### config.mk
export PLATFORM = sky130hd
export DESIGN_NAME = csp_clock_ctrl
export DESIGN_NICKNAME = d
export VERILOG_FILES = /design/src/verilog/csp_pkg.sv /design/src/verilog/csp_clock_ctrl.sv
export SDC_FILE = /design/constraint.sdc
export NUM_CORES = 1
export LEC_CHECK = 0
export CORE_AREA = 2 2 97 81
export DETAILED_ROUTE_END_ITERATION = 10
export DIE_AREA = 0 0 99 83
export DONT_BUFFER_PORTS = 1
export MAX_ROUTING_LAYER = met4
export PLACE_DENSITY = 0.91
export SKIP_CTS_REPAIR_TIMING = 1
export SLEW_MARGIN = 40
export SYNTH_ARGS = -nofsm -noshare
export SYNTH_HDL_FRONTEND = slang
export SYNTH_SLANG_ARGS = --single-unit
### constraint.sdc
create_clock -name ref_clk -period 7.56 [get_ports ref_clk]
set_input_delay 0.756 -clock ref_clk [delete_from_list [all_inputs] [get_ports ref_clk]]
set_output_delay 0.756 -clock ref_clk [all_outputs]
set_load 0.02 [all_outputs]
### src/verilog/csp_pkg.sv
// Constants, types and register map of the clock start-up and prescaler block
package csp_pkg;

  // ----------------------------------------------------------------
  // Register indices (byte address is four times the index)
  // ----------------------------------------------------------------
  localparam logic [5:0] IDX_SYS_CLOCK_DIVIDER_REG = 6'h36;
  localparam logic [5:0] IDX_MAIN_CLOCK_SOURCE_REG = 6'h37;
  localparam logic [5:0] IDX_OSC_TRIM_REG          = 6'h39;
  localparam logic [5:0] IDX_STARTUP_STATUS_REG    = 6'h3A;
  localparam logic [5:0] IDX_CONFIG_CHANGE_PROTECT = 6'h3C;
  localparam int         APB_ADDR_W                = 8;

  // ----------------------------------------------------------------
  // Field layouts and reset values
  // ----------------------------------------------------------------
  localparam int         SEL_W           = 2;
  localparam int         DIV_W           = 4;
  localparam int         TRIM_W          = 8;
  localparam logic [1:0] SEL_RC8M        = 2'h0;
  localparam logic [1:0] SEL_LP128K      = 2'h1;
  localparam logic [1:0] SEL_EXT         = 2'h2;
  localparam logic [1:0] SEL_RESERVED    = 2'h3;
  localparam logic [3:0] DIV_RESET       = 4'h3;
  localparam logic [3:0] DIV_MAX_CODE    = 4'h8;
  localparam logic [7:0] TRIM_RESET      = 8'h00;
  localparam logic [7:0] UNLOCK_SIG_DFLT = 8'hA5;
  localparam logic [2:0] UNLOCK_WINDOW   = 3'h4;

  // ----------------------------------------------------------------
  // Timing
  // ----------------------------------------------------------------
  localparam int RST_DELAY_MS     = 64;
  localparam int RST_DELAY_BOD_MS = 128;
  localparam int LP_OSC_KHZ       = 128;
  localparam int RST_DELAY_TICKS  = RST_DELAY_MS * LP_OSC_KHZ;
  localparam int RST_BOD_TICKS    = RST_DELAY_BOD_MS * LP_OSC_KHZ;
  localparam int OSC_START_CYC    = 6;
  localparam int CONFIG_CYC       = 21;
  localparam int CLK_PERIOD_NS    = 20;
  localparam int BOD_WAKE_NS      = 60000;
  localparam int BOD_WAKE_CYC     = BOD_WAKE_NS / CLK_PERIOD_NS;
  localparam int CNT_W            = 16;

  // ----------------------------------------------------------------
  // Types
  // ----------------------------------------------------------------
  typedef enum logic [1:0] {
    SLP_IDLE, SLP_ADC_NR, SLP_POWER_DOWN, SLP_STANDBY
  } csp_sleep_mode_t;

  typedef struct packed {
    logic            enter;
    logic            wake;
    csp_sleep_mode_t mode;
    logic            bodOff;
  } csp_sleep_t;

  typedef enum logic [2:0] {
    ST_HOLD, ST_DELAY, ST_OSC, ST_CONFIG, ST_RUN, ST_SLEEP, ST_WAKE_OSC, ST_WAKE_BOD
  } csp_state_t;

endpackage

### src/verilog/csp_clock_ctrl.sv
// Start-up sequencer, clock source select, system prescaler and trim register
// ------------------------------------------------------------------
// What this block does
// - Internal reset asserts on any reset source, holds until start-up ends.
// - First step counts 64 ms reset delay on 128 kHz oscillator.
// - Supply level is never watched; full delay always counted.
// - Second step counts 6 calibrated oscillator cycles.
// - Last step loads configuration over 21 system clock cycles.
// - After reset, calibrated oscillator is main clock, divided by eight.
// - With brown-out detection enabled, power-up delay becomes 128 ms.
// - Power-down wake skips reset delay, counts 6 main clock cycles.
// - Brown-out detector off in power-down or standby extends wake-up to about 60 us.
// - Idle, noise-reduction and standby wake add no oscillator delay.
// - Source select: 00 calibrated, 01 128 kHz, 10 external, 11 reserved.
// - Source changes at run time switch without glitches.
// - Divider code n divides by two to the n, codes above eight reserved.
// - Divider code resets to three, dividing by eight.
// - Every chip reset loads the factory trim; software may overwrite.
// - Trim 0x00 gives lowest frequency, 0xFF the highest.
// - Divider changes are glitch free, never faster than old or new.
// ------------------------------------------------------------------
module csp_clock_ctrl
  import csp_pkg::*;
#(
  parameter int          RST_TICKS     = RST_DELAY_TICKS,
  parameter int          RST_BOD_TICKS = csp_pkg::RST_BOD_TICKS,
  parameter logic [7:0]  UNLOCK_SIG    = UNLOCK_SIG_DFLT
) (
  // Clock and reset
  input  wire logic                  ref_clk,
  input  wire logic                  reset_n,
  // APB slave
  input  wire logic                  psel,
  input  wire logic                  penable,
  input  wire logic                  pwrite,
  input  wire logic [APB_ADDR_W-1:0] paddr,
  input  wire logic [31:0]           pwdata,
  output logic      [31:0]           prdata,
  output logic                       pready,
  output logic                       pslverr,
  // Oscillator ticks, reset sources and options
  input  wire logic                  rcOscTick,
  input  wire logic                  lpOscTick,
  input  wire logic                  extClkTick,
  input  wire logic                  resetSrc,
  input  wire logic                  bodEnable,
  input  wire logic [TRIM_W-1:0]     factoryTrim,
  input  wire csp_sleep_t            sleepCtl,
  // Clock and reset outputs
  output logic                       internalRst_n,
  output logic                       mainClkEn,
  output logic                       sysClkEn,
  output logic      [TRIM_W-1:0]     oscTrim,
  output logic      [SEL_W-1:0]      activeSource
);

  // ----------------------------------------------------------------
  // Declarations
  // ----------------------------------------------------------------
  csp_state_t          state_q;
  csp_state_t          state_d;
  logic [CNT_W-1:0]    cnt_q;
  logic [CNT_W-1:0]    delayTarget;
  logic                powerUp_q;
  csp_sleep_mode_t     slpMode_q;
  logic                slpBodOff_q;
  logic [SEL_W-1:0]    selReg_q;
  logic [SEL_W-1:0]    activeSel_q;
  logic [DIV_W-1:0]    divReg_q;
  logic [DIV_W-1:0]    activeDiv_q;
  logic [7:0]          divCnt_q;
  logic [TRIM_W-1:0]   trim_q;
  logic [2:0]          unlockCnt_q;
  logic [2:0]          srcTicks;
  logic                mainTick;
  logic                sysTick;
  logic                stepTick;
  logic                stepDone;
  logic                inReset;
  logic                apbDone;
  logic                apbWrite;
  logic [5:0]          wrIdx;
  logic                protWrite;

  // Word index of an aligned address, all ones when misaligned
  function automatic logic [5:0] regIndex(input logic [APB_ADDR_W-1:0] addr);
    regIndex = (addr[1:0] == 2'h0) ? addr[7:2] : 6'h3F;
  endfunction

  // Whether an index names a mapped register
  function automatic logic isMapped(input logic [5:0] idx);
    isMapped = (idx == IDX_SYS_CLOCK_DIVIDER_REG) || (idx == IDX_MAIN_CLOCK_SOURCE_REG) ||
               (idx == IDX_OSC_TRIM_REG) || (idx == IDX_STARTUP_STATUS_REG) ||
               (idx == IDX_CONFIG_CHANGE_PROTECT);
  endfunction

  assign inReset   = (state_q == ST_HOLD) || (state_q == ST_DELAY) || (state_q == ST_OSC);
  assign apbDone   = psel && penable && pready;
  assign apbWrite  = apbDone && pwrite;
  assign wrIdx     = regIndex(paddr);
  assign protWrite = apbWrite && (unlockCnt_q != 3'h0);

  // ----------------------------------------------------------------
  // Main clock source select
  // ----------------------------------------------------------------
  assign srcTicks = {extClkTick, lpOscTick, rcOscTick};
  assign mainTick = srcTicks[activeSel_q];

  // The new source takes over only on one of its own ticks, so no short pulse appears
  always_ff @(posedge ref_clk or negedge reset_n) begin
    if (!reset_n) begin
      activeSel_q <= SEL_RC8M;
    end else if (inReset) begin
      activeSel_q <= SEL_RC8M;
    end else if (selReg_q != activeSel_q && srcTicks[selReg_q]) begin
      activeSel_q <= selReg_q;
    end
  end

  // ----------------------------------------------------------------
  // System clock prescaler
  // ----------------------------------------------------------------
  // A new division takes effect only at the end of a full period, so no period is shorter than old or new
  always_ff @(posedge ref_clk or negedge reset_n) begin
    if (!reset_n) begin
      divCnt_q    <= 8'h00;
      activeDiv_q <= DIV_RESET;
    end else if (inReset) begin
      divCnt_q    <= 8'h00;
      activeDiv_q <= DIV_RESET;
    end else if (mainTick) begin
      if (sysTick) begin
        divCnt_q    <= 8'h00;
        activeDiv_q <= divReg_q;
      end else begin
        divCnt_q    <= divCnt_q + 8'h01;
      end
    end
  end

  assign sysTick = mainTick && (divCnt_q == 8'((9'h001 << activeDiv_q) - 9'h001));

  // ----------------------------------------------------------------
  // Start-up and wake sequencer
  // ----------------------------------------------------------------
  // Supply level plays no part: only the tick count ends the delay
  assign delayTarget = (powerUp_q && bodEnable) ? CNT_W'(RST_BOD_TICKS) : CNT_W'(RST_TICKS);

  always_comb begin
    case (state_q)
      ST_DELAY:    stepTick = lpOscTick;
      ST_OSC:      stepTick = rcOscTick;
      ST_CONFIG:   stepTick = sysTick;
      ST_WAKE_OSC: stepTick = mainTick;
      ST_WAKE_BOD: stepTick = 1'b1;
      default:     stepTick = 1'b0;
    endcase
  end

  always_comb begin
    case (state_q)
      ST_DELAY:    stepDone = stepTick && (cnt_q == delayTarget - CNT_W'(1));
      ST_OSC:      stepDone = stepTick && (cnt_q == CNT_W'(OSC_START_CYC - 1));
      ST_CONFIG:   stepDone = stepTick && (cnt_q == CNT_W'(CONFIG_CYC - 1));
      ST_WAKE_OSC: stepDone = stepTick && (cnt_q == CNT_W'(OSC_START_CYC - 1));
      ST_WAKE_BOD: stepDone = stepTick && (cnt_q == CNT_W'(BOD_WAKE_CYC - 1));
      default:     stepDone = 1'b0;
    endcase
  end

  always_comb begin
    state_d = state_q;
    case (state_q)
      ST_HOLD:     state_d = ST_DELAY;
      ST_DELAY:    if (stepDone) state_d = ST_OSC;
      ST_OSC:      if (stepDone) state_d = ST_CONFIG;
      ST_CONFIG:   if (stepDone) state_d = ST_RUN;
      ST_RUN:      if (sleepCtl.enter) state_d = ST_SLEEP;
      ST_SLEEP: begin
        if (sleepCtl.wake) begin
          if (slpMode_q == SLP_POWER_DOWN) begin
            state_d = ST_WAKE_OSC;
          end else if (slpMode_q == SLP_STANDBY && slpBodOff_q) begin
            state_d = ST_WAKE_BOD;
          end else begin
            state_d = ST_RUN;
          end
        end
      end
      ST_WAKE_OSC: if (stepDone) state_d = slpBodOff_q ? ST_WAKE_BOD : ST_RUN;
      ST_WAKE_BOD: if (stepDone) state_d = ST_RUN;
      default:     state_d = ST_HOLD;
    endcase
    if (resetSrc) begin
      state_d = ST_HOLD;
    end
  end

  always_ff @(posedge ref_clk or negedge reset_n) begin
    if (!reset_n) begin
      state_q <= ST_HOLD;
    end else begin
      state_q <= state_d;
    end
  end

  always_ff @(posedge ref_clk or negedge reset_n) begin
    if (!reset_n) begin
      cnt_q <= '0;
    end else if (state_d != state_q) begin
      cnt_q <= '0;
    end else if (stepTick) begin
      cnt_q <= cnt_q + CNT_W'(1);
    end
  end

  // Power-up flag selects the longer brown-out delay only for the first start
  always_ff @(posedge ref_clk or negedge reset_n) begin
    if (!reset_n) begin
      powerUp_q <= 1'b1;
    end else if (state_q == ST_DELAY && stepDone) begin
      powerUp_q <= 1'b0;
    end
  end

  always_ff @(posedge ref_clk or negedge reset_n) begin
    if (!reset_n) begin
      slpMode_q   <= SLP_IDLE;
      slpBodOff_q <= 1'b0;
    end else if (state_q == ST_RUN && sleepCtl.enter) begin
      slpMode_q   <= sleepCtl.mode;
      slpBodOff_q <= sleepCtl.bodOff &&
                     (sleepCtl.mode == SLP_POWER_DOWN || sleepCtl.mode == SLP_STANDBY);
    end
  end

  // ----------------------------------------------------------------
  // Configuration registers
  // ----------------------------------------------------------------
  // Unlock window counted in system clock cycles; a protected write uses it up
  always_ff @(posedge ref_clk or negedge reset_n) begin
    if (!reset_n) begin
      unlockCnt_q <= 3'h0;
    end else if (apbWrite && wrIdx == IDX_CONFIG_CHANGE_PROTECT && pwdata[7:0] == UNLOCK_SIG) begin
      unlockCnt_q <= UNLOCK_WINDOW;
    end else if (protWrite && (wrIdx == IDX_MAIN_CLOCK_SOURCE_REG || wrIdx == IDX_SYS_CLOCK_DIVIDER_REG)) begin
      unlockCnt_q <= 3'h0;
    end else if (sysTick && unlockCnt_q != 3'h0) begin
      unlockCnt_q <= unlockCnt_q - 3'h1;
    end
  end

  always_ff @(posedge ref_clk or negedge reset_n) begin
    if (!reset_n) begin
      selReg_q <= SEL_RC8M;
    end else if (inReset) begin
      selReg_q <= SEL_RC8M;
    end else if (protWrite && wrIdx == IDX_MAIN_CLOCK_SOURCE_REG && pwdata[1:0] != SEL_RESERVED) begin
      selReg_q <= pwdata[1:0];
    end
  end

  always_ff @(posedge ref_clk or negedge reset_n) begin
    if (!reset_n) begin
      divReg_q <= DIV_RESET;
    end else if (inReset) begin
      divReg_q <= DIV_RESET;
    end else if (protWrite && wrIdx == IDX_SYS_CLOCK_DIVIDER_REG && pwdata[3:0] <= DIV_MAX_CODE) begin
      divReg_q <= pwdata[3:0];
    end
  end

  // Factory trim is taken as configuration loading starts
  always_ff @(posedge ref_clk or negedge reset_n) begin
    if (!reset_n) begin
      trim_q <= TRIM_RESET;
    end else if (state_q == ST_OSC && state_d == ST_CONFIG) begin
      trim_q <= factoryTrim;
    end else if (apbWrite && wrIdx == IDX_OSC_TRIM_REG) begin
      trim_q <= pwdata[7:0];
    end
  end

  // ----------------------------------------------------------------
  // APB slave: one wait state, error on unmapped address
  // ----------------------------------------------------------------
  always_ff @(posedge ref_clk or negedge reset_n) begin
    if (!reset_n) begin
      pready  <= 1'b0;
      pslverr <= 1'b0;
      prdata  <= 32'h0000_0000;
    end else if (psel && penable && !pready) begin
      pready  <= 1'b1;
      pslverr <= !isMapped(regIndex(paddr));
      prdata  <= 32'h0000_0000;
      if (!pwrite) begin
        case (regIndex(paddr))
          IDX_SYS_CLOCK_DIVIDER_REG: prdata <= {28'h000_0000, divReg_q};
          IDX_MAIN_CLOCK_SOURCE_REG: prdata <= {30'h0000_0000, selReg_q};
          IDX_OSC_TRIM_REG:          prdata <= {24'h00_0000, trim_q};
          IDX_STARTUP_STATUS_REG:    prdata <= {22'h00_0000, state_q, !internalRst_n,
                                                activeSel_q, activeDiv_q};
          IDX_CONFIG_CHANGE_PROTECT: prdata <= {31'h0000_0000, unlockCnt_q != 3'h0};
          default:                   prdata <= 32'h0000_0000;
        endcase
      end
    end else begin
      pready  <= 1'b0;
      pslverr <= 1'b0;
    end
  end

  // ----------------------------------------------------------------
  // Outputs
  // ----------------------------------------------------------------
  always_ff @(posedge ref_clk or negedge reset_n) begin
    if (!reset_n) begin
      internalRst_n <= 1'b0;
      mainClkEn     <= 1'b0;
      sysClkEn      <= 1'b0;
      oscTrim       <= TRIM_RESET;
      activeSource  <= SEL_RC8M;
    end else begin
      internalRst_n <= (state_d == ST_RUN || state_d == ST_SLEEP ||
                        state_d == ST_WAKE_OSC || state_d == ST_WAKE_BOD);
      mainClkEn     <= mainTick && (state_q == ST_CONFIG || state_q == ST_RUN);
      sysClkEn      <= sysTick && (state_q == ST_CONFIG || state_q == ST_RUN);
      oscTrim       <= trim_q;
      activeSource  <= activeSel_q;
    end
  end

  // ----------------------------------------------------------------
  // Checks
  // ----------------------------------------------------------------
  logic [CNT_W-1:0] ticksSeen_q;

  always_ff @(posedge ref_clk or negedge reset_n) begin
    if (!reset_n) begin
      ticksSeen_q <= '0;
    end else if (state_d != state_q) begin
      ticksSeen_q <= '0;
    end else if (stepTick) begin
      ticksSeen_q <= ticksSeen_q + CNT_W'(1);
    end
  end
endmodule // csp_clock_ctrl

Yosys cells after proc, flatten, opt, wreduce, memory -nomap -nowiden
Index checks and enable logic that the tools add are counted.

Register bits: 101. Input port bits: 63. Output and inout bits: 47. Word-level logic and storage cells: 157.

Add/sub/neg operators: 5. $lt $le $gt $ge: 3. Equality and inequality tests: 30. Shifts and indexed selects: 1. Multiplexer cells: 42. Reductions and logical operators: 56.

Operators with widths (number): $pmux 10 s5 (1); $mux 8 (5); $mux 16 (2); $mux 32 (1); $eq 6x6->1 const B (5); $mux 3 (10); $logic_and 1x1->1 (28); $eq 3x3->1 const B (8); $pmux 3 s7 (1); $mux 4 (5); $add 16x1->16 const B (1); $eq 16x12->1 const B (1); $eq 16x16->1 (1); $eq 16x3->1 const B (1); $eq 16x5->1 const B (1); $sub 15x1->16 const B (1); $mux 15 (1); $mux 2 (7); $reduce_bool 2->1 (7); $logic_or 1x1->1 (11); $eq 3x2->1 const B (3); $add 8x1->8 const B (1); $eq 2x2->1 const B (4); $eq 8x8->1 (1); 21 further kinds (30).

Logic depth before layout (Yosys ltp)
Gate-level depths: netlist of the first run.

Word-level depth: 14. Depth in mapped cells: 14. Gate-level depth less buffers: 11.

Least setup slack after synthesis of the first run
Ideal clock, no wire load.

Path type: reg2reg. From: reg activeDiv_q[0]. To: reg cnt_q[10]. Library setup time: 0.088 ns. Data arrival time: 3.058 ns. Data required time: 7.472 ns. Setup slack: 4.414 ns. Cell stages (with the launch flop): 14. Path buffers: 3. Period minus slack after synthesis: 3.146 ns. Path through: dfstp_2 -> clkbuf_1 -> nand3b_1 -> ha_1 -> clkbuf_1 -> nor4_1 -> o21ai_0 -> a221oi_1 -> a2111oi_4 -> a21boi_4 -> o21ai_1 -> a2bb2oi_2 -> buf_4 -> nor3b_1.

Word-level cells in the longest chain between the ends: 12. Elaborated cells between the ends (all ways): 19. Classes of those cells: 1 x add/sub; 2 x eq/ne; 1 x shift; 9 x mux; 6 x reduce/logical.

Ends and longest elaborated chain: start: declaration (RTL line csp_clock_ctrl.sv:70) `logic [DIV_W-1:0] activeDiv_q;`; start signal: assignment (RTL line csp_clock_ctrl.sv:134) `activeDiv_q <= divReg_q;`; $shl 1x4->8 (*) (RTL line csp_clock_ctrl.sv:141) `assign sysTick = mainTick && (divCnt_q == 8'((9'h001 << activeDiv_q) - 9'h001));`; $sub 8x1->8 (*) (RTL line csp_clock_ctrl.sv:141); $eq 8x8->1 (*) (RTL line csp_clock_ctrl.sv:141); $logic_and 1x1->1 (*) (RTL line csp_clock_ctrl.sv:141); $pmux 1 s5 (*) (RTL line csp_clock_ctrl.sv:150) `case (state_q)`; $logic_and 1x1->1 (on tied branches); $pmux 1 s4 (RTL line csp_clock_ctrl.sv:161) `case (state_q)`; $mux 3 (on tied branches); $pmux 3 s7 (RTL line csp_clock_ctrl.sv:173) `case (state_q)`; $mux 3 (RTL line csp_clock_ctrl.sv:194) `if (resetSrc) begin`; $ne 3x3->1; $mux 16 or $reduce_bool 2->1 (tied branches); end signal: assignment (RTL line csp_clock_ctrl.sv:213) `cnt_q <= cnt_q + CNT_W'(1);`; end: declaration (RTL line csp_clock_ctrl.sv:62) `logic [CNT_W-1:0] cnt_q;`.

Mark *: on every way between the ends. The rest lies on a longest branch, timed or not. A chain may end at the register's enable or synchronous reset.

Worst setup path in the final report of the first run
From: reg state_q[1]. To: reg trim_q[7].

Word-level cells in the longest chain between the ends: 10. Elaborated cells between the ends (all ways): 28. Classes of those cells: 8 x eq/ne; 11 x mux; 9 x reduce/logical.

Ends and longest elaborated chain: start: declaration (RTL line csp_clock_ctrl.sv:60) `csp_state_t state_q;`; start signal: assignment (RTL line csp_clock_ctrl.sv:203) `state_q <= state_d;`; $eq 3x3->1, or another cell as far along (RTL line csp_clock_ctrl.sv:150, csp_clock_ctrl.sv:161, csp_clock_ctrl.sv:173); $pmux 1 s5 (RTL line csp_clock_ctrl.sv:150); $logic_and 1x1->1 (on tied branches); $pmux 1 s4 (RTL line csp_clock_ctrl.sv:161); $mux 3 (on tied branches); $pmux 3 s7 (RTL line csp_clock_ctrl.sv:173); $mux 3 (RTL line csp_clock_ctrl.sv:194); $eq 3x2->1 (RTL line csp_clock_ctrl.sv:277) `end else if (state_q == ST_OSC && state_d == ST_CONFIG) begin`; $logic_and 1x1->1 (*) (RTL line csp_clock_ctrl.sv:277); $mux 8 or $reduce_bool 2->1 (tied branches); end signal: assignment (RTL line csp_clock_ctrl.sv:278) `trim_q <= factoryTrim;`; end signal: assignment (RTL line csp_clock_ctrl.sv:280) `trim_q <= pwdata[7:0];`; end: declaration (RTL line csp_clock_ctrl.sv:72) `logic [TRIM_W-1:0] trim_q;`.

Marked as above.

==> results of run 1 <==
==> critical path, cell delays in order (launching register included) <==
cell	delay, ns
sky130_fd_sc_hd__dfrtp_1	0.82
sky130_fd_sc_hd__nand2b_1	0.54
sky130_fd_sc_hd__xor2_1	0.28
sky130_fd_sc_hd__or4_4	0.47
sky130_fd_sc_hd__nor4b_4	0.47
sky130_fd_sc_hd__nand2b_1	0.10
sky130_fd_sc_hd__a21o_1	0.37
sky130_fd_sc_hd__or4_1	0.75
sky130_fd_sc_hd__a21oi_2	0.23
==> placed cells by master (no fill, tap or decap), drive strengths merged, types with 6 or more instances in the layout <==
cell type / instances
xnor2: 17
xor2: 12
mux2i: 20
nor2b: 7
nor3: 14
conb: 22
nor3b: 23
nor2: 39
and2: 7
a21oi: 22
nand2: 35
clkbuf: 10
nand3: 10
o21ai: 17
dfrtp: 74
nor4: 13
inv: 16
nand3b: 6
nand4: 7
a31oi: 7
==> final cells by class <==
type | instances | area share [%]
Tap cell | 90 | 2.39
Multi-Input combinational cell | 354 | 50.1
Clock buffer | 10 | 2.92
Sequential cell | 79 | 42.1
Inverter | 14 | 1.11
Timing Repair Buffer | 2 | 0.319
Clock inverter | 6 | 1.11
==> sequential cells by signal (all words and copies together) (netlist names), 2 cells and up <==
register / count
unlockCnt_q: 3
activeDiv_q: 4
selReg_q: 2
prdata: 10
trim_q: 8
activeSource: 2
divCnt_q: 8
cnt_q: 16
state_q: 3
oscTrim: 8
slpMode_q: 2
divReg_q: 4
activeSel_q: 2
==> synth_stat cells (8+ instances only) <==
| cell type | n |
|---|---|
| sky130_fd_sc_hd__inv_1 | 12 |
| sky130_fd_sc_hd__nor4_1 | 13 |
| sky130_fd_sc_hd__nand3_1 | 10 |
| sky130_fd_sc_hd__xor2_1 | 12 |
| sky130_fd_sc_hd__mux2i_1 | 20 |
| sky130_fd_sc_hd__xnor2_1 | 17 |
| sky130_fd_sc_hd__nor2_1 | 39 |
| sky130_fd_sc_hd__o21ai_1 | 11 |
| sky130_fd_sc_hd__a21oi_2 | 8 |
| sky130_fd_sc_hd__dfrtp_1 | 74 |
| sky130_fd_sc_hd__nor3_1 | 14 |
| sky130_fd_sc_hd__a21oi_1 | 14 |
| sky130_fd_sc_hd__nor3b_1 | 22 |
| sky130_fd_sc_hd__nand2_1 | 35 |
| sky130_fd_sc_hd__buf_4 | 23 |
| sky130_fd_sc_hd__clkbuf_1 | 15 |
==> path summary, 6_finish.rpt <==
| kind | start | endpoint | slack [ns] |
|---|---|---|---|
| worst max-delay path | state_q[1] | trim_q[7] | 3.44 |
| worst min-delay path | reset_n | trim_q[1] | 0.07 |
| worst max register to register | state_q[1] | trim_q[7] | 3.44 |
| worst min register to register | trim_q[5] | oscTrim[5] | 0.42 |
| max in group asynchronous | reset_n | activeDiv_q[0] | 7.27 |
| min in group ref_clk | trim_q[5] | oscTrim[5] | 0.42 |
==> logic make-up (layout without fill, tap and decap cells) <==
logic type / Yosys count / count (layout) / share of synthesized area (%)
muxes: 23 / 23 / 5.09
xor gates and xnor gates: 29 / 29 / 5.53
and+or+nand+nor: 186 / 186 / 23.1
AOI/OAI and AO/OA: 89 / 89 / 14.4
DFF: 79 / 79 / 43.2
other: 1 / 22 / 0.0816
buffers and inverters: 60 / 32 / 7.22
adders and majority gates: 5 / 5 / 1.36
==> per-layer routing <==
| metal | global-route usage (%) | vias to the layer above |
|---|---|---|
| li1 | - | 1634 |
| met1 | 34.7 | 1734 |
| met2 | 41.7 | 177 |
| met3 | 7.91 | 30 |
| met4 | 8.09 | 0 |
| met5 | - | - |
==> per-stage QoR <==
step	cells	hold slack [ns]	utilization [%]	area, sq um
floorplan	493	0.373	-	4670
global placement	539	0.397	62.9	4520
detailed placement	539	0.390	63.0	4520
CTS	555	0.0674	65.6	4710
global route	555	0.0489	65.6	4710
finish	555	0.0678	65.6	4710
==> power groups by stage <==
| stage | Clock (W) | Sequential (W) | Combinational, W |
|---|---|---|---|
| finish | 0.000301 | 0.000549 | 0.000126 |
| global placement | 0 | 0.000553 | 0.000119 |
| global route | 0.000324 | 0.000554 | 0.000138 |
| CTS | 0.000303 | 0.000547 | 0.000125 |
| detailed placement | 0 | 0.000555 | 0.000124 |
| floorplan | 0 | 0.000532 | 0.000129 |
==> results by stage, run 1 <==
Status:
- The flow ran to the end, and the final reports show no timing, DRC or antenna violations.

Synth:
- The biggest area contributor in the post-synthesis netlist is sky130_fd_sc_hd__dfrtp_1.
- For this run, the number of Yosys warnings is 0.
- The fraction of the yosys area taken by sequential cells is 43.2%.
- The synthesized area divided by synthesized cell count is 9.73 sq um.
- The post-synthesis async set-or-reset flop share is 100%.
- The synthesized area is 4590 sq um.
- Counting flops and latches in the post-synthesis netlist gives 79.
- For this run, the leading register cell type out of synthesis is sky130_fd_sc_hd__dfrtp_1.
- The netlist uses 70 different library cells.
- Ranked by total cell area, the synthesized netlist is headed by sky130_fd_sc_hd__dfrtp_1, sky130_fd_sc_hd__mux2i_1, sky130_fd_sc_hd__buf_4.
- The top-area cell type share of the netlist area is 40.3%.
- The number of standard cells after synthesis is 472.
- In this run, synthesis inferred 0 flip-flops with an integrated enable.

Critical path:
- Measured in cells, the most critical reg-to-reg path has a length of 8.
- In this run the worst path has a maximum fanout of 21.
- The startpoint type of the worst setup path is a flop.
- STA classifies the critical path endpoint as a flop.
- The class of the most critical setup path is flop to flop.
- The arrival time of the worst setup path is 4.41 ns.
- The worst endpoint required time is 7.85 ns.

Final layout:
- The final net count is 528.
- Cells with a size suffix above 1 make up 9.46% of the layout.
- In the final layout, flip-flops and latches occupy 1980 sq um.
- The area growth from synthesis to layout is 2.62%.
- 0 antenna diodes ended up in the layout.
- Counting the fill cells in the layout gives 555.
- Summing all multi-input logic gate instances after layout gives 2360 sq um.

STA:
- The share of the clock period used by the worst path is 54.5%.
- The slew at the pin with the worst max-slew slack is 0.857 ns.
- Summed over all failing endpoints, the final setup total negative slack is 0 ns.
- The total count of hold-check failures in the final report is 0.
- The count of final max-slew check failures came to 0.
- After layout, the worst setup slack is 3.44 ns.
- Setup repair after global routing left no endpoint under its margin.
- The count of endpoints failing setup in the final report is 0.
- In this run the tightest slew margin relative to its limit is 42.9%.
- The final critical-path required period is 4.12 ns.
- The final worst clock skew is 0.0210 ns.
- Timing would allow up to 0.243 GHz.

Power and ir drop:
- In this run the static leakage power is 1.89 nW.
- Across the VDD grid, the largest voltage drop is 0.118 mV.
- Per report_power, the sequential group accounts for 56.2% of the total.
- Total power for the finished layout comes to 0.000975 W.
- The cell area power density is 207 nW/um^2.
- The analysis attributes to net switching a power of 0.000319 W.
- Per report_power, the combinational group accounts for 12.9% of the total.
- The internal power contribution is 0.000656 W.
- The switching share of power is 32.7%.
- The clock share of power is 30.9%.

Detailed routing:
- For this block, the via count after detailed routing is 3575.
- In the detailed route, the total length drawn on met3 is 941 um.
- The total met2 wirelength after detailed routing is 4.99 mm.
- After detailed routing, the wire length on met1 is 4.44 mm.
- The detail route stage leaves a number of antenna-violating nets equal to 0.
- In this run, the number of DRC markers left after iteration 0 of detailed routing was 291.
- The first TritonRoute pass finished after 5 iterations.
- The topmost layer with routed signal wires is met4.
- The final layout contains routed wiring with a total length of 10.6 mm.
- The routed wirelength normalized by instance count is 19.1 um.
- The ratio of routed vias to standard cells is 6.44.
- The post-detailed-route DRC marker count is 0.

Clock tree:
- TritonCTS built the clock tree.
- The clock passes through at most 2 buffers.
- The clock insertion delay at the later pin of the skew report is 0.37 ns.
- The clock sink count is 79.
- In this run, CTS created clock tree buffers numbering 9.
- CTS placed an instance of sky130_fd_sc_hd__clkbuf_8 at the clock tree root.
- The H-tree depth is 3.
- The CTS clock-pin slew for the worst setup and hold paths is 0.10 ns.

Floorplan:
- Measured along the y axis, the die boundary spans 83 um.
- The placement row count is 28.
- The width of the die is 99 um.
- 110 I/O pins were placed.
- For this configuration, the core starts out at a cell density of 64.0%.
- The core region is 7180 sq um.
- The full die area is 8220 sq um.

Placement:
- The weighted congestion at the end of routability-driven global placement is 0.918.
- Prior to clock tree synthesis, the placed netlist has a worst setup slack of 3.58 ns.
- The post-detailed-placement half-perimeter wirelength is 7.36 mm.
- During placement, the flow inserted port buffers numbering 0.

Hold path:
- The worst hold path belongs to the class primary input to async pin.

Job:
- The max-cap check violation count is 0.

GRT:
- The total routing resource utilization after global routing is 27.0%.
- The via count of the first global-routing pass was 3467.
- The initial antenna violation count was 0.
- Entering global routing, the biggest net connects 80 pins.
- The first global-routing pass estimated 17.3 mm of wire.
- The residual overflow from global routing is 0.
Power figures use the tool's default switching activity.
==> run 2, diff against run 1 <==
--- a/config.mk
+++ b/config.mk
@@ -5,12 +5,12 @@
 export SDC_FILE = /design/constraint.sdc
 export NUM_CORES = 1
 export LEC_CHECK = 0
-export CORE_AREA = 2 2 97 81
+export CORE_AREA = 2 2 98 81
 export DETAILED_ROUTE_END_ITERATION = 10
-export DIE_AREA = 0 0 99 83
+export DIE_AREA = 0 0 100 83
 export DONT_BUFFER_PORTS = 1
 export MAX_ROUTING_LAYER = met4
-export PLACE_DENSITY = 0.91
+export PLACE_DENSITY = 0.9
 export SKIP_CTS_REPAIR_TIMING = 1
 export SLEW_MARGIN = 40
 export SYNTH_ARGS = -nofsm -noshare
==> constraint.sdc (replaced) <==
create_clock -name ref_clk -period 3.98 [get_ports ref_clk]
set_input_delay 0.398 -clock ref_clk [delete_from_list [all_inputs] [get_ports ref_clk]]
set_output_delay 0.398 -clock ref_clk [all_outputs]
set_load 0.02 [all_outputs]
==> results by stage, run 2 (same netlist as run 1, synthesis figures left out) <==
Final layout:
- The flip-flop count of the largest register, all copies and words added is 16.
- The filler cells instantiated in the layout total 558.
- The library cell used most frequently in the layout, excluding fill and tap cells, is sky130_fd_sc_hd__dfrtp_1.
- Once layout is complete, the utilization of the core stands at 65.9%.
- The number of diodes added for antenna fixing is 0.
- The largest registers in the layout are cnt_q x16, prdata x10.
- Compared with the post-synthesis result, the final layout area differs by 4.55%.
- The fraction of layout cells with a size suffix above 1 is 11.0%.
- Leaving out fill and tap cells, the most frequent cells in the layout are sky130_fd_sc_hd__dfrtp_1, sky130_fd_sc_hd__nor2_1, sky130_fd_sc_hd__nand2_1, sky130_fd_sc_hd__nor3b_1, sky130_fd_sc_hd__conb_1.
- The register with the highest flop count is cnt_q.
- The final net count is 537.

STA:
- The total count of hold-check failures in the final report is 0.
- The count of final max-slew check failures is 0.
- The final hold slack is 0.0735 ns.
- Setup repair after global routing left no endpoint under its margin.
- The maximum clock rate is 0.277 GHz.
- Setup violations remaining at the end of the flow were counted as 0.
- The setup TNS is 0 ns.
- The final critical-path required period is 3.61 ns.
- Measured against its own limit, the worst slew margin works out to 49.9%.
- Of the available clock period, the critical path in the final layout requires 90.8%.
- The final worst clock skew is 0.0154 ns.
- The slew at the pin with the worst max-slew slack is 0.750 ns.

Critical path:
- In this run the worst path has a maximum fanout of 19.
- The worst setup path is of the flop to flop kind.
- On the critical path, the stage with the largest delay is an instance of sky130_fd_sc_hd__dfstp_2.
- The worst setup path is captured at a flop.
- The critical path goes through nand3b_1 -> ha_1 -> nor4_1 -> o211a_1 -> a221oi_1 -> a2111oi_4 -> a21boi_4 -> o21ai_1 -> a2bb2oi_2 -> nor3b_1.
- The critical path's largest stage delay is 0.65 ns.
- At the worst endpoint, the arrival time is 3.84 ns.
- The worst endpoint required time is 4.21 ns.
- The startpoint type of the worst setup path is a flop.

Detailed routing:
- The number of detailed-route iterations in the first pass is 5.
- The post-detailed-route DRC marker count is 0.
- The ratio of routed vias to standard cells is 6.44.
- The vias after detailed routing is 3634.
- After the first detailed-routing iteration, the DRC count stood at 335.
- In this run the remaining antenna-violating nets after routing total 0.
- After detailed routing, the average wire length per cell comes to 18.6 um.
- The final routed wirelength across all metal layers is 10.5 mm.

Floorplan:
- The initial standard-cell utilization of the core is 63.0%.
- The floorplan step defined a die boundary enclosing 8300 sq um.
- The core area is 7290 sq um.
- The initialized floorplan defines 28 standard-cell rows.
- The floorplan die height is 83 um.
- 110 I/O pins were placed.
- The width of the die is 100 um.

Power and ir drop:
- In this run the static leakage power is 1.95 nW.
- Dividing total power by cell area gives a power density of 393 nW/um^2.
- VDD sags by at most 0.223 mV.

GRT:
- The initial antenna violation count is 0.
- The total routing resource utilization after global routing is 26.7%.
- The via count of the first global-routing pass was 3462.
- The largest net degree at the start of global routing is 80.
- Global routing finished with a remaining overflow of 0.
- The wire length of the first global-routing pass is 16.9 mm.

Placement:
- The weighted congestion at the end of routability-driven global placement is 0.918.
- The number of buffers inserted by port buffering is 0.
- Once detailed placement completed, the half-perimeter wirelength came to 7.32 mm.

Status:
- The run finished with clean final reports.

Clock tree:
- TritonCTS built the clock tree.
- The clock insertion delay at the later pin of the skew report is 0.38 ns.
- Clock tree synthesis selected as its root buffer the cell sky130_fd_sc_hd__clkbuf_8.
- In this run, CTS created clock tree buffers numbering 9.
- The H-tree was split into 3 levels.
- The clock sink count is 79.
- The maximum clock path buffer count is 2.
- The CTS clock-pin slew for the worst setup and hold paths is 0.09 ns.

Hold path:
- The path type of the worst min-delay path is primary input to flop.

Job:
- The max-cap check violation count is 0.
[run 2: cell count changes in the layout (fill, tap and decap cells not counted)]
cell,previous run,this run
sky130_fd_sc_hd__buf_16,0,1
sky130_fd_sc_hd__buf_4,2,9
sky130_fd_sc_hd__clkbuf_8,10,9
sky130_fd_sc_hd__clkinv_4,2,3
sky130_fd_sc_hd__clkinvlp_4,2,1
sky130_fd_sc_hd__dlygate4sd3_1,0,1
sky130_fd_sc_hd__inv_8,1,2
[run 2: worst paths after layout]
| path | startpoint | end | slack [ns] | cells after the start |
|---|---|---|---|---|
| max | activeDiv_q[0] | cnt_q[5] | 0.37 | 10 |
| min | resetSrc | internalRst_n | 0.07 | 1 |
| max reg2reg | activeDiv_q[0] | cnt_q[5] | 0.37 | 10 |
| min reg2reg | trim_q[5] | oscTrim[5] | 0.40 | 0 |
| max in group asynchronous | reset_n | powerUp_q | 3.05 | 2 |
| min in group asynchronous | reset_n | prdata[2] | 0.58 | 2 |
[run 2: report_power, final]
part	switching [W]	leakage [nW]	internal, W
Clock	0.000348	0.0938	0.000240
Sequential	0.000124	1.03	0.000897
Combinational	0.000171	0.826	0.000109
Total	0.000643	1.95	0.00125
[run 2: final cells by class]
cell class | count | area [sq um] | share of cell area, %
Timing Repair Buffer | 11 | 105 | 2.19
Tap cell | 90 | 113 | 2.34
Clock buffer | 9 | 124 | 2.58
Multi-Input combinational cell | 354 | 2360 | 49.1
Sequential cell | 79 | 1980 | 41.3
Inverter | 14 | 52.6 | 1.09
Clock inverter | 7 | 65.1 | 1.35
[run 2: worst max-delay path: cells and delay by family (launching register included)]
family	cells	cell delay [ns]
compound gates	6	1.79
simple gates	3	0.70
flops	1	0.65
fa+ha+maj	1	0.33
[run 2: per-layer routing]
metal / share of wire (%) / vias to the layer above / routed length, um / track usage [%]
met1: 42 / 1753 / 4450 / 34.2
li1: - / 1652 / - / -
met2: 45 / 196 / 4750 / 40.8
met4: 2.6 / 0 / 267 / 10.1
met5: 0 / - / 0 / -
met3: 9.6 / 33 / 1010 / 7.32
[run 2: through the flow]
step / setup WS [ns] / total power [W] / cell area (sq um) / std cells
floorplan: 0.834 / 0.00126 / 4670 / 493
global placement: 0.673 / 0.00128 / 4570 / 546
detailed placement: 0.480 / 0.00129 / 4580 / 546
CTS: 0.459 / 0.00187 / 4760 / 562
global route: 0.158 / 0.00197 / 4800 / 564
finish: 0.365 / 0.00189 / 4800 / 564
==> run 3, diff against run 2 <==
--- a/config.mk
+++ b/config.mk
@@ -5,12 +5,13 @@
 export SDC_FILE = /design/constraint.sdc
 export NUM_CORES = 1
 export LEC_CHECK = 0
-export CORE_AREA = 2 2 98 81
+export ABC_AREA = 1
+export CORE_AREA = 2 2 119 98
 export DETAILED_ROUTE_END_ITERATION = 10
-export DIE_AREA = 0 0 100 83
+export DIE_AREA = 0 0 121 100
 export DONT_BUFFER_PORTS = 1
 export MAX_ROUTING_LAYER = met4
-export PLACE_DENSITY = 0.9
+export PLACE_DENSITY = 0.7
 export SKIP_CTS_REPAIR_TIMING = 1
 export SLEW_MARGIN = 40
 export SYNTH_ARGS = -nofsm -noshare
==> results by stage, run 3 <==
Status:
- The flow ran to the end, and the final reports show no timing, DRC or antenna violations.

Synth:
- The synthesized design contains 79 register bits.
- The fraction of the yosys area taken by sequential cells is 41.1%.
- The number of distinct standard cells referenced by the synthesized netlist is 46.
- Counting instances in the post-synthesis netlist gives the leading cell types as sky130_fd_sc_hd__nand2_1, sky130_fd_sc_hd__inv_1, sky130_fd_sc_hd__dfrtp_1, sky130_fd_sc_hd__nand3_1, sky130_fd_sc_hd__o21ai_0.
- By area the synthesized netlist is led by sky130_fd_sc_hd__dfrtp_1, sky130_fd_sc_hd__nand2_1, sky130_fd_sc_hd__inv_1.
- The most frequently used cell type in the post-synthesis netlist is sky130_fd_sc_hd__nand2_1.
- The number of enable-type register cells in the synthesized netlist is 0.
- A synthesized cell averages 7.73 sq um.
- After synthesis the cells add up to 4820 sq um.
- Of all cell types, the one taking the most synthesized area is sky130_fd_sc_hd__dfrtp_1.
- For this run, the leading register cell type out of synthesis is sky130_fd_sc_hd__dfrtp_1.
- The number of standard cells after synthesis is 624.
- The post-synthesis async set-or-reset flop share is 100%.
- The number of synthesis warnings is 0.
- The synthesized design devotes to its leading area cell type 38.4% of total area.

Detailed routing:
- The final routed wirelength across all metal layers is 11.6 mm.
- The number of detailed-route iterations in the first pass is 5.
- The routed layout has 4154 vias.
- The routed wirelength normalized by instance count is 15.0 um.
- The initial DRC count is 373.
- The remaining number of nets flagged by the antenna check after routing is 0.
- For this run, design rule violations remaining after detail routing come to 0.
- Dividing the detail-routed via count by the number of cells gives 5.37.

Final layout:
- 0 antenna diodes ended up in the layout.
- The register with the highest flop count is cnt_q.
- In the final layout, flip-flops and latches occupy 1980 sq um.
- The number of fillers in the final layout is 1070.
- In the final layout, the share of cells above drive strength 1 is 10.9%.
- The final net count is 690.
- The library cells used most frequently in the layout, excluding fill and tap cells, are sky130_fd_sc_hd__nand2_1, sky130_fd_sc_hd__inv_1, sky130_fd_sc_hd__dfrtp_1, sky130_fd_sc_hd__nand3_1, sky130_fd_sc_hd__o21ai_0.
- The multi-input combinational cells in the finished layout cover a total of 2350 sq um.
- The library cell used most frequently in the layout, excluding fill and tap cells, is sky130_fd_sc_hd__nand2_1.
- Summing all non-filler instances in the final layout gives an area of 5180 sq um.
- From synthesis to final layout, the design area changed by 7.39%.
- The finished layout holds 774 standard cells, fillers aside.
- The register with the most flip-flops in the layout has 16 of them.
- In the final layout, the registers with the most flip-flops are cnt_q x16, prdata x10.

GRT:
- The largest net degree at the start of global routing is 80.
- The via count of the first global-routing pass is 3850.
- The global routing met3 resource utilization is 4.32%.
- The total routing resource utilization after global routing is 21.0%.
- The global routing's busiest layer is met2.
- In the global route stage, met2 resource usage came out at 31.2%.
- The initial antenna violation count was 0.
- Summed over all layers, the global routing overflow is 0.
- Global routing consumed, on the met1 layer, 29.1% of the routing resources.
- The wire length of the first global-routing pass is 19.3 mm.

Critical path:
- The signal on the critical path passes through inv_1 -> nand3_1 -> ha_1 -> inv_1 -> a21oi_2 -> nand2_1 -> nand3_1 -> nand2_1 -> nor2_1 -> nand3_1 -> nand2_2 -> nand3_1 -> nand2_1 -> nand3_1 -> nand2_1 -> nand2_4 -> nand3_1 -> nand2_2 -> nand2_4 -> nor2_1.
- The worst register-to-register path has a setup slack of 0.67 ns.
- The arrival time of the worst setup path is 3.53 ns.
- The startpoint type of the worst setup path is a flop.
- The cell occurring most often along the worst timing path is sky130_fd_sc_hd__nand3_1.
- Of all nets on the critical path, the largest fanout is 16.
- Counting cells, the worst reg-to-reg path comes to 20.
- In this run the critical register-to-register path is launched from activeDiv_q[1].
- The critical path capture point type is a flop.
- The slowest stage of the critical path is the sky130_fd_sc_hd__dfstp_2 cell.
- For the worst setup path, the data required time is 4.19 ns.
- In this design, the stage delay of the slowest critical-path cell is 0.61 ns.
- The cell family contributing the most delay on the critical path is simple AND/OR/NAND/NOR gates.
- Together, buffers and inverters on the worst path number 2.
- The setup path with the least slack is of type flop to flop.
- The endpoint of the lowest-slack register-to-register path is cnt_q[3].

STA:
- The count of endpoints failing setup in the final report is 0.
- The count of final max-slew check failures was 0.
- Subtracting the final worst setup slack from the clock period gives 3.31 ns.
- The normalized max-slew margin is 59.6%.
- The final worst clock skew is 0.00773 ns.
- The final critical path takes up 83.3% of the cycle.
- The total count of hold-check failures in the final report is 0.
- The maximum clock rate is 0.302 GHz.
- The final setup slack of the worst path is 0.665 ns.
- Setup repair after global routing left no endpoint under its margin.
- At the pin with the least slew margin, the transition time is 0.601 ns.
- After routing, the total negative slack on setup checks comes to 0 ns.

Clock tree:
- The CTS tree is yes.
- The later pin in the worst-skew pair is clocked with a latency of 0.34 ns.
- In this run the deepest clock path goes through 2 buffers.
- The number of CTS-inserted buffers is 9.
- CTS placed an instance of sky130_fd_sc_hd__clkbuf_16 at the clock tree root.
- Clock-pin slew was measured on the worst setup and hold paths at 0.06 ns.
- The clock drives 79 sinks.
- The H-tree was split into 3 levels.

Placement:
- During placement, the flow inserted port buffers numbering 0.
- OpenSTA, run right after detailed placement, puts the worst setup slack at 0.735 ns.
- The post-detailed-placement half-perimeter wirelength is 8.64 mm.
- After detailed placement, the design holds a cell count of 757.
- The instance area at placement is 4830 sq um.
- The congestion estimate from routability-driven global placement came to 0.963.

Floorplan:
- The full die area is 12100 sq um.
- The initial standard-cell utilization of the core is 43.5%.
- Pin placement for this block handled 110 I/O pins.
- The floorplan die height is 100 um.
- Measured along the x axis, the die boundary spans 121 um.
- After floorplanning, the core was sized to cover 11100 sq um.
- The placement row count is 35.

Hold path:
- The path with the worst hold slack has its endpoint at state_q[1].
- The path type of the worst min-delay path is primary input to flop.
- The startpoint identified for the worst hold timing path is resetSrc.
- The number of instances on the worst hold path is 1.

Power and ir drop:
- Across the VDD grid, the largest voltage drop is 0.208 mV.
- The cell area power density is 357 nW/um^2.
- The cell leakage power is 2.43 nW.

Job:
- The tool flagged a number of max-cap violations equal to 0.
-- run 3: routing by layer --
metal / vias up / share of wire (%)
met5: - / 0
met4: 0 / 1.8
met3: 20 / 5.4
met2: 145 / 46
met1: 1986 / 47
li1: 2003 / -
-- run 3: worst max-delay path by stage --
| stage | to | cells past startpoint | start | slack [ns] |
|---|---|---|---|---|
| final | cnt_q[3] | 20 | activeDiv_q[1] | 0.67 |
| after floorplan | cnt_q[15] | 20 | activeDiv_q[1] | 1.40 |
| after CTS | cnt_q[3] | 19 | activeDiv_q[1] | 0.65 |
| after detailed placement | cnt_q[3] | 19 | activeDiv_q[1] | 0.73 |
| after global routing | cnt_q[1] | 19 | activeDiv_q[1] | 0.35 |
| after global placement | cnt_q[5] | 19 | activeDiv_q[1] | 0.82 |
-- run 3: through the flow --
stage / util (%) / hold WS [ns] / total power, W
floorplan: - / 0.102 / 0.000977
detailed placement: 43.6 / 0.103 / 0.000976
global placement: 43.6 / 0.104 / 0.000973
global route: 46.8 / 0.108 / 0.00191
finish: 46.8 / 0.115 / 0.00185
CTS: 46.4 / -0.263 / 0.00185
-- run 3: cell families (layout without fill, tap and decap cells) --
kind of cell	count (synthesis)	in the layout	synth area share, %
compound gates	83	83	10.2
xor+xnor	19	19	3.45
fa+ha+maj	5	5	1.30
buf+inv	119	100	11.8
flops	79	79	41.1
other cells	1	22	0.0777
simple gates	318	318	32.1
-- run 3: cell type report --
type | count | share of cell area (%)
Sequential cell | 79 | 38.3
Tap cell | 148 | 3.57
Inverter | 83 | 6.01
Multi-Input combinational cell | 447 | 45.4
Timing Repair Buffer | 2 | 0.724
Clock inverter | 6 | 1.67
Clock buffer | 9 | 4.35
-- run 3: where the power goes --
part / total [W] / switching (W) / internal [W]
sequential: 0.000860 / 0.0000325 / 0.000828
combinational: 0.000121 / 0.0000935 / 0.0000278
clock: 0.000869 / 0.000325 / 0.000544
-- run 3: worst reg2reg max path, cell delays in order, from the launching register on --
cell                      delay [ns]
sky130_fd_sc_hd__dfstp_2        0.61
sky130_fd_sc_hd__inv_1          0.12
sky130_fd_sc_hd__nand3_1        0.13
sky130_fd_sc_hd__ha_1           0.25
sky130_fd_sc_hd__inv_1          0.10
sky130_fd_sc_hd__a21oi_2        0.17
sky130_fd_sc_hd__nand2_1        0.08
sky130_fd_sc_hd__nand3_1        0.07
sky130_fd_sc_hd__nand2_1        0.08
sky130_fd_sc_hd__nor2_1         0.15
sky130_fd_sc_hd__nand3_1        0.12
sky130_fd_sc_hd__nand2_2        0.25
sky130_fd_sc_hd__nand3_1        0.12
sky130_fd_sc_hd__nand2_1        0.12
sky130_fd_sc_hd__nand3_1        0.08
sky130_fd_sc_hd__nand2_1        0.10
sky130_fd_sc_hd__nand2_4        0.10
sky130_fd_sc_hd__nand3_1        0.10
sky130_fd_sc_hd__nand2_2        0.08
sky130_fd_sc_hd__nand2_4        0.28
sky130_fd_sc_hd__nor2_1         0.09
